<file path="src/include/hsm_defines.svh">
// Constants for the hot swap monitor readback block
`ifndef HSM_DEFINES_SVH
`define HSM_DEFINES_SVH
// Extended register select codes (low two bits of an extended write)
`define HSM_SEL_ALERT_EN   2'h1
`define HSM_SEL_ALERT_TH   2'h2
`define HSM_SEL_CONTROL    2'h3
// Command byte fields
`define HSM_CMD_EXT_BIT    7
`define HSM_CMD_V_CONT     0
`define HSM_CMD_V_ONCE     1
`define HSM_CMD_I_CONT     2
`define HSM_CMD_I_ONCE     3
`define HSM_CMD_RANGE      4
`define HSM_CMD_STATUS_RD  6
`define HSM_CMD_RESET      7'h00
// Alert enable fields
`define HSM_AEN_OC1        0
`define HSM_AEN_OC4        1
`define HSM_AEN_HS         2
`define HSM_AEN_OFF        3
`define HSM_AEN_CLEAR      4
`define HSM_AEN_RESET      5'h04
// Alert threshold and control resets
`define HSM_ATH_RESET      8'hFF
`define HSM_CTL_SOFTWARE_FORCE_OFF      0
`define HSM_CTL_RESET      8'h00
// Status byte positions
`define HSM_ST_DIGITAL_OVERCURRENT_LIVE      0
`define HSM_ST_ADC_ALERT   1
`define HSM_ST_ANALOG_OVERCURRENT_OFF       2
`define HSM_ST_SWAP_FAILURE_STICKY    3
`define HSM_ST_OFF         4
`define HSM_ST_OFF_ALERT   5
// Sticky flag indices
`define HSM_FLAG_ADC       0
`define HSM_FLAG_HS        1
`define HSM_FLAG_OFF       2
`define HSM_NUM_FLAGS      3
// Serial bus default address
`define HSM_SLAVE_ADDR     7'h40
`endif

</file>
<file path="src/include/hsm_pkg.sv">
// Types for the hot swap monitor readback block
package hsm_pkg;
  // Serial slave states
  typedef enum logic [2:0] {
    HSM_IDLE, HSM_ADDR, HSM_ACK, HSM_WR, HSM_RD, HSM_RDACK
  } hsm_state_t;
  // Whole state of the main module
  typedef struct packed {
    hsm_state_t  st;
    logic        sclQ;
    logic        sdaQ;
    logic [7:0]  shift;
    logic [3:0]  bitCnt;
    logic        rw;
    logic        wrIdx;
    logic [1:0]  extSel;
    logic [1:0]  rdIdx;
    logic        sdaOeN;
    logic [6:0]  cmd;
    logic [4:0]  alertEn;
    logic [7:0]  alertTh;
    logic        software_force_off;
    logic [11:0] vData;
    logic [11:0] iData;
    logic        vValid;
    logic        iValid;
    logic        onceBusy;
    logic [2:0]  ocHist;
    logic        offPrev;
    logic        hotSwapOn;
    logic        adcOc;
  } hsm_core_t;
  // State of one sticky flag
  typedef struct packed {
    logic flag;
  } hsm_flag_t;
endpackage

</file>
<file path="src/include/hsm_flag_if.sv">
// Set, clear and value of one sticky status flag
`timescale 1ns/1ps
interface hsm_flag_if;
  logic set;   // Event raises flag
  logic clr;   // Software clear
  logic flag;  // Current value
  modport owner (input set, input clr, output flag);
  modport user  (output set, output clr, input flag);
endinterface

</file>
<file path="src/hsm_sticky_flag.sv">
// One sticky status flag, set wins over clear
`timescale 1ns/1ps
`include "hsm_defines.svh"
module hsm_sticky_flag
  import hsm_pkg::*;
(
  // Clock and reset
  input  wire logic core_clk,
  input  wire logic nrst,
  // Flag carrier
  hsm_flag_if.owner fl
);
  hsm_flag_t s_ff;      // Registered state
  hsm_flag_t nxt_s;     // Next state

  // Hold, clear, or set; set has priority
  always_comb
  begin
    nxt_s = s_ff;
    if (fl.set)
    begin
      nxt_s.flag = 1'b1;
    end
    else if (fl.clr)
    begin
      nxt_s.flag = 1'b0;
    end
  end

  // Register with synchronous reset
  always_ff @(posedge core_clk)
  begin
    if (!nrst)
      s_ff <= '0;
    else
      s_ff <= nxt_s;
  end

  assign fl.flag = s_ff.flag;
endmodule

</file>
<file path="src/hsm_readback.sv">
// Serial readback, command and alert status logic of the hot swap monitor
// Summary of operation
// Software off bit forces hot swap off
// Three readback modes set byte count
// Combined read: V high, I high, nibbles
// Voltage read: V high, V low nibble
// Current read: I high, I low nibble
// Three-byte read acked twice, then nack
// Master reads two bytes in single mode
// Status read returns one status byte
// Bit 0: last three conversions over threshold
// Bit 1: sticky digital overcurrent alert
// Bit 2: off from analog overcurrent; failure flag on latch-off parts with the HS alert enabled
// Bit 3: sticky hot swap failure
// Bit 4: off input or software off
// Bit 5: sticky off alert
// Clear bit clears sticky bits 1,3,5
// Software scales voltage code by range
// Software scales current code by sense
// Status-read command selects status byte
// Single conversion nacks reads, self-clears
// Continuous mode reads zero before first
// Clear bit self-clears, source may reset
// Status flags zero after reset
`timescale 1ns/1ps
`include "hsm_defines.svh"
module hsm_readback
  import hsm_pkg::*;
#(
  parameter logic [6:0] SLAVE_ADDR = `HSM_SLAVE_ADDR
)
(
  // Clock and reset
  input  wire logic        core_clk,
  input  wire logic        nrst,
  // Serial bus pins
  input  wire logic        sclIn,
  input  wire logic        sdaIn,
  output logic             sdaOut,
  output logic             sdaOeN,
  // Converter results
  input  wire logic [11:0] adcVoltage,
  input  wire logic        adcVoltDone,
  input  wire logic [11:0] adcCurrent,
  input  wire logic        adcCurDone,
  // Hot swap side
  input  wire logic        externalOnInput,
  input  wire logic        analogOvercurrentOff,
  input  wire logic        swapFailEvent,
  input  wire logic        retryVariant,
  output logic             hotSwapOn,
  output logic [6:0]       commandByte
);
  hsm_core_t s_ff;        // Registered state
  hsm_core_t nxt_s;       // Next state
  logic      sclRise;     // Clock edges and bus conditions
  logic      sclFall;
  logic      startCond;
  logic      stopCond;
  logic      offCond;     // Hot swap off request
  logic      vMode;       // Voltage selected
  logic      iMode;       // Current selected
  logic [11:0] vOut;      // Voltage as read back
  logic [11:0] iOut;      // Current as read back
  logic [7:0]  statusByte;
  logic [7:0]  loadByte;  // Byte to send for rdIdx
  logic [1:0]  lastIdx;   // Index of the final byte
  logic        exceed;    // Current above threshold
  logic        clearPulse;

  // Sticky flags
  hsm_flag_if flagIf [`HSM_NUM_FLAGS] ();
  genvar g;
  generate
    for (g = 0; g < `HSM_NUM_FLAGS; g++)
    begin : gFlag
      hsm_sticky_flag uFlag (
        .core_clk (core_clk),
        .nrst     (nrst),
        .fl       (flagIf[g])
      );
      assign flagIf[g].clr = clearPulse;
    end
  endgenerate

  // Bus conditions from sampled pins
  assign sclRise   = sclIn & ~s_ff.sclQ;
  assign sclFall   = ~sclIn & s_ff.sclQ;
  assign startCond = sclIn & s_ff.sclQ & s_ff.sdaQ & ~sdaIn;
  assign stopCond  = sclIn & s_ff.sclQ & ~s_ff.sdaQ & sdaIn;

  // Off request from input or software bit
  assign offCond = ~externalOnInput | s_ff.software_force_off;

  // Mode decode and zero before first result
  assign vMode = s_ff.cmd[`HSM_CMD_V_CONT] | s_ff.cmd[`HSM_CMD_V_ONCE];
  assign iMode = s_ff.cmd[`HSM_CMD_I_CONT] | s_ff.cmd[`HSM_CMD_I_ONCE];
  assign vOut  = s_ff.vValid ? s_ff.vData : 12'h000;
  assign iOut  = s_ff.iValid ? s_ff.iData : 12'h000;
  assign exceed = (adcCurrent[11:4] > s_ff.alertTh);
  assign clearPulse = s_ff.alertEn[`HSM_AEN_CLEAR];

  // Status byte
  always_comb
  begin
    statusByte = 8'h00;
    statusByte[`HSM_ST_DIGITAL_OVERCURRENT_LIVE]    = s_ff.adcOc;
    statusByte[`HSM_ST_ADC_ALERT] = flagIf[`HSM_FLAG_ADC].flag;
    // Latch-off parts mirror the failure flag when enabled
    if (!retryVariant && s_ff.alertEn[`HSM_AEN_HS])
      statusByte[`HSM_ST_ANALOG_OVERCURRENT_OFF] = flagIf[`HSM_FLAG_HS].flag;
    else
      statusByte[`HSM_ST_ANALOG_OVERCURRENT_OFF] = analogOvercurrentOff;
    statusByte[`HSM_ST_SWAP_FAILURE_STICKY]  = flagIf[`HSM_FLAG_HS].flag;
    statusByte[`HSM_ST_OFF]       = offCond;
    statusByte[`HSM_ST_OFF_ALERT] = flagIf[`HSM_FLAG_OFF].flag;
  end

  // Byte packing per mode
  always_comb
  begin
    loadByte = 8'h00;
    lastIdx  = 2'd1;
    if (s_ff.cmd[`HSM_CMD_STATUS_RD])
    begin
      loadByte = statusByte;
      lastIdx  = 2'd0;
    end
    else if (vMode && !iMode)
    begin
      // Voltage alone
      loadByte = (s_ff.rdIdx == 2'd0) ? vOut[11:4] : {vOut[3:0], 4'h0};
    end
    else if (iMode && !vMode)
    begin
      // Current alone
      loadByte = (s_ff.rdIdx == 2'd0) ? iOut[11:4] : {iOut[3:0], 4'h0};
    end
    else
    begin
      // Combined, also used when nothing is selected
      lastIdx = 2'd2;
      unique case (s_ff.rdIdx)
        2'd0:    loadByte = vOut[11:4];
        2'd1:    loadByte = iOut[11:4];
        default: loadByte = {vOut[3:0], iOut[3:0]};
      endcase
    end
  end

  // Sticky flag sources
  assign flagIf[`HSM_FLAG_ADC].set = adcCurDone & ((s_ff.alertEn[`HSM_AEN_OC1] & exceed) |
    (s_ff.alertEn[`HSM_AEN_OC4] & exceed & (&s_ff.ocHist)));
  assign flagIf[`HSM_FLAG_HS].set  = swapFailEvent;
  assign flagIf[`HSM_FLAG_OFF].set = offCond & ~s_ff.offPrev &
    s_ff.alertEn[`HSM_AEN_OFF];

  // Next state: serial slave, registers and monitors
  always_comb
  begin
    nxt_s = s_ff;
    nxt_s.sclQ      = sclIn;
    nxt_s.sdaQ      = sdaIn;
    nxt_s.offPrev   = offCond;
    nxt_s.hotSwapOn = ~offCond;
    // Clear bit returns to zero after one cycle
    nxt_s.alertEn[`HSM_AEN_CLEAR] = 1'b0;
    // Capture results and retire single conversions
    if (adcVoltDone)
    begin
      nxt_s.vData  = adcVoltage;
      nxt_s.vValid = 1'b1;
      nxt_s.cmd[`HSM_CMD_V_ONCE] = 1'b0;
    end
    if (adcCurDone)
    begin
      nxt_s.iData  = adcCurrent;
      nxt_s.iValid = 1'b1;
      nxt_s.cmd[`HSM_CMD_I_ONCE] = 1'b0;
      nxt_s.ocHist = {s_ff.ocHist[1:0], exceed};
      nxt_s.adcOc  = exceed & s_ff.ocHist[1] & s_ff.ocHist[0];
    end
    nxt_s.onceBusy = nxt_s.cmd[`HSM_CMD_V_ONCE] | nxt_s.cmd[`HSM_CMD_I_ONCE];
    // Serial slave
    if (startCond)
    begin
      nxt_s.st     = HSM_ADDR;
      nxt_s.bitCnt = 4'd0;
      nxt_s.sdaOeN = 1'b1;
    end
    else if (stopCond)
    begin
      nxt_s.st     = HSM_IDLE;
      nxt_s.sdaOeN = 1'b1;
    end
    else
    begin
      unique case (s_ff.st)
        HSM_IDLE:
        begin
          nxt_s.sdaOeN = 1'b1;
        end
        HSM_ADDR, HSM_WR:
        begin
          // Shift in on rise, decide on the fall after bit 8
          if (sclRise && s_ff.bitCnt < 4'd8)
          begin
            nxt_s.shift  = {s_ff.shift[6:0], sdaIn};
            nxt_s.bitCnt = s_ff.bitCnt + 4'd1;
          end
          else if (sclFall && s_ff.bitCnt == 4'd8)
          begin
            nxt_s.st     = HSM_ACK;
            nxt_s.sdaOeN = 1'b0;
            if (s_ff.st == HSM_ADDR)
            begin
              nxt_s.rw    = s_ff.shift[0];
              nxt_s.wrIdx = 1'b0;
              nxt_s.rdIdx = 2'd0;
              // Foreign address, or read during single conversion
              if (s_ff.shift[7:1] != SLAVE_ADDR || (s_ff.shift[0] && s_ff.onceBusy))
              begin
                nxt_s.st     = HSM_IDLE;
                nxt_s.sdaOeN = 1'b1;
              end
            end
            else if (!s_ff.wrIdx)
            begin
              nxt_s.wrIdx = 1'b1;
              if (s_ff.shift[`HSM_CMD_EXT_BIT])
              begin
                nxt_s.extSel = s_ff.shift[1:0];
              end
              else
              begin
                // Command byte restarts readiness of results
                nxt_s.extSel   = 2'd0;
                nxt_s.cmd      = s_ff.shift[6:0];
                nxt_s.vValid   = 1'b0;
                nxt_s.iValid   = 1'b0;
                nxt_s.onceBusy = s_ff.shift[`HSM_CMD_V_ONCE] | s_ff.shift[`HSM_CMD_I_ONCE];
              end
            end
            else
            begin
              // Extended register data, once per transfer
              nxt_s.extSel = 2'd0;
              unique case (s_ff.extSel)
                `HSM_SEL_ALERT_EN: nxt_s.alertEn = s_ff.shift[4:0];
                `HSM_SEL_ALERT_TH: nxt_s.alertTh = s_ff.shift;
                `HSM_SEL_CONTROL:  nxt_s.software_force_off   = s_ff.shift[`HSM_CTL_SOFTWARE_FORCE_OFF];
                default:           nxt_s.extSel  = 2'd0;
              endcase
            end
          end
        end
        HSM_ACK:
        begin
          // Release acknowledge; a read drives its first bit
          if (sclFall)
          begin
            nxt_s.bitCnt = 4'd0;
            nxt_s.sdaOeN = 1'b1;
            nxt_s.st     = HSM_WR;
            if (s_ff.rw)
            begin
              nxt_s.st     = HSM_RD;
              nxt_s.shift  = {loadByte[6:0], 1'b0};
              nxt_s.sdaOeN = loadByte[7];
              nxt_s.bitCnt = 4'd1;
            end
          end
        end
        HSM_RD:
        begin
          // Drive one bit per falling edge
          if (sclFall)
          begin
            if (s_ff.bitCnt == 4'd8)
            begin
              nxt_s.sdaOeN = 1'b1;
              nxt_s.st     = HSM_RDACK;
            end
            else
            begin
              nxt_s.sdaOeN = s_ff.shift[7];
              nxt_s.shift  = {s_ff.shift[6:0], 1'b0};
              nxt_s.bitCnt = s_ff.bitCnt + 4'd1;
            end
          end
        end
        HSM_RDACK:
        begin
          // Master ack continues, nack ends the read
          if (sclRise)
          begin
            nxt_s.rw = ~sdaIn;
            if (s_ff.rdIdx != lastIdx)
              nxt_s.rdIdx = s_ff.rdIdx + 2'd1;
          end
          else if (sclFall)
          begin
            nxt_s.st = HSM_IDLE;
            if (s_ff.rw)
            begin
              nxt_s.st     = HSM_RD;
              nxt_s.shift  = {loadByte[6:0], 1'b0};
              nxt_s.sdaOeN = loadByte[7];
              nxt_s.bitCnt = 4'd1;
            end
          end
        end
      endcase
    end
  end

  // State register; flags and software off reset to zero, alert enable to 04 and threshold to FF
  always_ff @(posedge core_clk)
  begin
    if (!nrst)
    begin
      s_ff         <= '0;
      s_ff.st      <= HSM_IDLE;
      s_ff.sclQ    <= 1'b1;
      s_ff.sdaQ    <= 1'b1;
      s_ff.sdaOeN  <= 1'b1;
      s_ff.cmd     <= `HSM_CMD_RESET;
      s_ff.alertEn <= `HSM_AEN_RESET;
      s_ff.alertTh <= `HSM_ATH_RESET;
      s_ff.offPrev <= 1'b1;
    end
    else
      s_ff <= nxt_s;
  end

  assign sdaOut      = 1'b0;
  assign sdaOeN      = s_ff.sdaOeN;
  assign hotSwapOn   = s_ff.hotSwapOn;
  assign commandByte = s_ff.cmd;
endmodule

</file>
<file path="config.mk">
export PLATFORM = sky130hd
export DESIGN_NAME = hsm_readback
export DESIGN_NICKNAME = d
export VERILOG_FILES = /design/src/include/hsm_pkg.sv /design/src/include/hsm_flag_if.sv /design/src/hsm_sticky_flag.sv /design/src/hsm_readback.sv
export VERILOG_INCLUDE_DIRS = /design/src /design/src/include
export SDC_FILE = /design/constraint.sdc
export NUM_CORES = 1
export LEC_CHECK = 0
export ABC_AREA = 0
export BUFFER_PORTS_ARGS = -buffer_cell sky130_fd_sc_hd__buf_2
export CORE_MARGIN = 2
export CORE_UTILIZATION = 45
export CTS_CLUSTER_DIAMETER = 40
export DETAILED_ROUTE_END_ITERATION = 16
export GPL_TIMING_DRIVEN = 1
export HOLD_SLACK_MARGIN = 0.05
export PLACE_DENSITY = 0.68
export SYNTH_ARGS = -nofsm -noshare
export SYNTH_HDL_FRONTEND = slang
export SYNTH_SLANG_ARGS = --single-unit
</file>
<file path="constraint.sdc">
create_clock -name core_clk -period 5.2 [get_ports core_clk]
set_input_delay 1.04 -clock core_clk [delete_from_list [all_inputs] [get_ports core_clk]]
set_output_delay 1.04 -clock core_clk [all_outputs]
set_load 0.01 [all_outputs]
</file>
==> results.sh <==
export IMPL_outcome="finished, final reports clean"
export IMPL_post_cts_buffers=0
export IMPL_first_pass_iters=5
export IMPL_clk_pin_slew_ps=90
export IMPL_critPathMaxFanout=25
export IMPL_post_cts_resized=0
export IMPL_seq_area_mm2=0.00162
export IMPL_die_y_um=104
export IMPL_drive_gt1_frac=0.142
export IMPL_multi_input_area_mm2=0.00264
export IMPL_clkSinkCount=81
export IMPL_ctsLongestPathBuffers=2
export IMPL_dp_cells=653
export IMPL_cts_root_buf="clkbuf_8"
export IMPL_grt_pass1_vias=3614
export IMPL_routedLengthMet1_mm=4.90
export IMPL_finalSetupTns_ps=0
export IMPL_grt_pass1_wl_mm=18.0
export IMPL_wirelength_mm=10.8
export IMPL_vias=3805
export IMPL_r2r_slack_ps=2660
export IMPL_grt_max_degree=77
export IMPL_fin_crit_sh=0.488
export IMPL_arrival_ps=2770
export IMPL_synth_edf_count=0
export IMPL_min_from="s_ff[37]"
export IMPL_ys_seq_area_frac=0.359
export IMPL_placementRows=36
export IMPL_die_x_um=104
export IMPL_leakage_nw=2.10
export IMPL_syn_nets=563
export IMPL_grt_ovfl_total=0
export IMPL_pwr_density_cell_mw_per_mm2=249
export IMPL_clock_latency_ps=360
export IMPL_initial_core_util=0.463
export IMPL_rsz0062_at_grt="false"
export IMPL_cp_end_kind="flop"
export IMPL_die_area_mm2=0.0109
export IMPL_topRoutingLayerUsed="met4"
export IMPL_core_area_mm2=0.00977
export IMPL_critPathLaunchType="flop"
export IMPL_r2r_start="s_ff[55]"
export IMPL_viasPerCell=5.69
export IMPL_rr_worst_depth=7
export IMPL_diodes=0
export IMPL_final_max_slew_viol_count=0
export IMPL_num_io_pins=44
export IMPL_total_power_mw=1.21
export IMPL_worstHoldPathCells=2
export IMPL_fmax_mhz=394
export IMPL_gp_congestion=0.891
export IMPL_cts_htree_levels=3
export IMPL_route_met3_wl_um=549
export IMPL_syn_avg_cell_area_um2=8.78
export IMPL_antenna_found_initial=0
export IMPL_clock_skew_ps=17.1
export IMPL_hold_ws_ps=481
export IMPL_numPortBuffers=42
export IMPL_syn_area_mm2=0.00452
export IMPL_cts_buffers=9
export IMPL_ys_ff_latch=81
export IMPL_period_minus_slack_ps=2540
export IMPL_hold_viol=0
export IMPL_worst_pin_slew_ps=940
export IMPL_ir_drop_v=0.000128
export IMPL_synth_distinct_cells=68
export IMPL_ctsHoldBuffers=0
export IMPL_finalSetupViolCount=0
export IMPL_maxCapViolCount=0
export IMPL_wl_per_cell_um=16.2
export IMPL_worstPathRequired_ps=5430
export IMPL_drcViolationCount=0
export IMPL_final_nets=579
export IMPL_fillerInstances=957
export IMPL_min_path_type="flop to flop"
export IMPL_synthArstFlopShare=0
export IMPL_final_instance_count_excl_fill=669
export IMPL_synth_ff_type="dfxtp_1"
export IMPL_hold_path_end="s_ff[37]"
export IMPL_cts_tree="yes"
export IMPL_drtAntennaViolNets=0
export IMPL_yosys_warnings=0
export IMPL_area_growth_pct=8.08
export IMPL_grt_total_usage=0.205
export IMPL_fin_ws_ps=2660
export IMPL_met2_wirelength_mm=5.23
export IMPL_slew_headroom=0.373
export IMPL_pre_cts_ws_ps=2480
export IMPL_dp_hpwl_mm=7.71
export IMPL_reg2reg_to="sdaOeN"
export IMPL_worstSetupPathType="flop to flop"
export IMPL_drtIter0Drc=268
export IMPL_synth_cells=515
==> report_power, final <==
part | switching (mW) | total [mW] | internal (mW)
Combinational | 0.0681 | 0.123 | 0.0550
Clock | 0.225 | 0.425 | 0.200
Sequential | 0.0273 | 0.667 | 0.639
==> layout make-up <==
cell class	instances	area share
Timing Repair Buffer	43	0.0445
Clock buffer	14	0.0333
Multi-Input combinational cell	378	0.540
Tap cell	133	0.0341
Sequential cell	81	0.332
Clock inverter	2	0.00256
Inverter	18	0.0138
==> cells in the mapped netlist (7+ instances only) <==
| cell type | n | share of area |
|---|---|---|
| nand2b_1 | 11 | 0.015 |
| nand2_1 | 41 | 0.034 |
| nor2b_1 | 45 | 0.062 |
| nand4_1 | 7 | 0.0097 |
| clkbuf_1 | 19 | 0.016 |
| buf_4 | 9 | 0.015 |
| nor2_1 | 19 | 0.016 |
| o21ai_0 | 23 | 0.025 |
| ha_1 | 14 | 0.039 |
| dfxtp_1 | 81 | 0.36 |
| buf_2 | 7 | 0.0077 |
| nor3_1 | 7 | 0.0077 |
| mux2i_1 | 51 | 0.11 |
| nand3_1 | 15 | 0.017 |
| a31oi_1 | 11 | 0.015 |
| inv_1 | 18 | 0.015 |
| a21oi_1 | 29 | 0.032 |
==> worst max path at each step <==
stage | start | endpoint | slack [ps]
after floorplan | sclIn | s_ff[55] | 2940
after global routing | s_ff[55] | sdaOeN | 2480
after global placement | sclIn | s_ff[6] | 2570
after CTS | s_ff[55] | sdaOeN | 2680
final | s_ff[55] | sdaOeN | 2660
after detailed placement | sclIn | s_ff[6] | 2480
==> kinds of logic after synthesis <==
kind of cell / count (synthesis) / synth area share
buf+inv: 56 / 0.0578
compound gates: 116 / 0.169
simple gates: 190 / 0.248
other cells: 1 / 0.000829
mux: 56 / 0.125
flops: 81 / 0.359
fa+ha+maj: 14 / 0.0387
xor+xnor: 1 / 0.00194
==> routing by layer <==
metal,GRT usage,vias to the layer above
met5,0,-
met4,0.0608,0
met3,0.0489,16
met2,0.339,122
met1,0.265,1803
li1,-,1864
==> stage by stage <==
stage	area [um2]	util
2_1_floorplan	4520	-
3_3_place_gp	4710	0.482
3_5_place_dp	4710	0.482
4_1_cts	4890	0.500
5_1_grt	4890	0.500
6_report	4890	0.500
==> critical path: stages, from the launching register on <==
cell      delay [ps]
dfxtp_1          370
inv_1            100
ha_1             780
mux2_2           420
a31oi_1          150
o21ai_0          100
o211ai_1         340
a31oi_1          150
==> state kept, by name, summed over array words and instances, names as in the netlist <==
| register | cells |
|---|---|
| s_ff | 68 |
| commandByte | 7 |
| gFlag.uFlag.fl.flag | 3 |
| clearPulse | 1 |
| hotSwapOn | 1 |
| sdaOeN | 1 |
==> placed cells by master (no fill, tap or decap), types with 7 or more instances in the layout <==
| master | synthesis | final |
|---|---|---|
| a31oi_1 | 11 | 11 |
| nor3_1 | 7 | 7 |
| o21ai_0 | 23 | 23 |
| clkbuf_8 | 0 | 11 |
| mux2i_1 | 51 | 51 |
| nand2b_1 | 11 | 11 |
| ha_1 | 14 | 14 |
| nor2_1 | 19 | 19 |
| dfxtp_1 | 81 | 81 |
| buf_2 | 7 | 42 |
| a21oi_1 | 29 | 29 |
| nand3_1 | 15 | 15 |
| inv_1 | 18 | 18 |
| nor2b_1 | 45 | 45 |
| nand2_1 | 41 | 41 |
| nand4_1 | 7 | 7 |
Note: power is estimated with default switching activity, not from simulation.
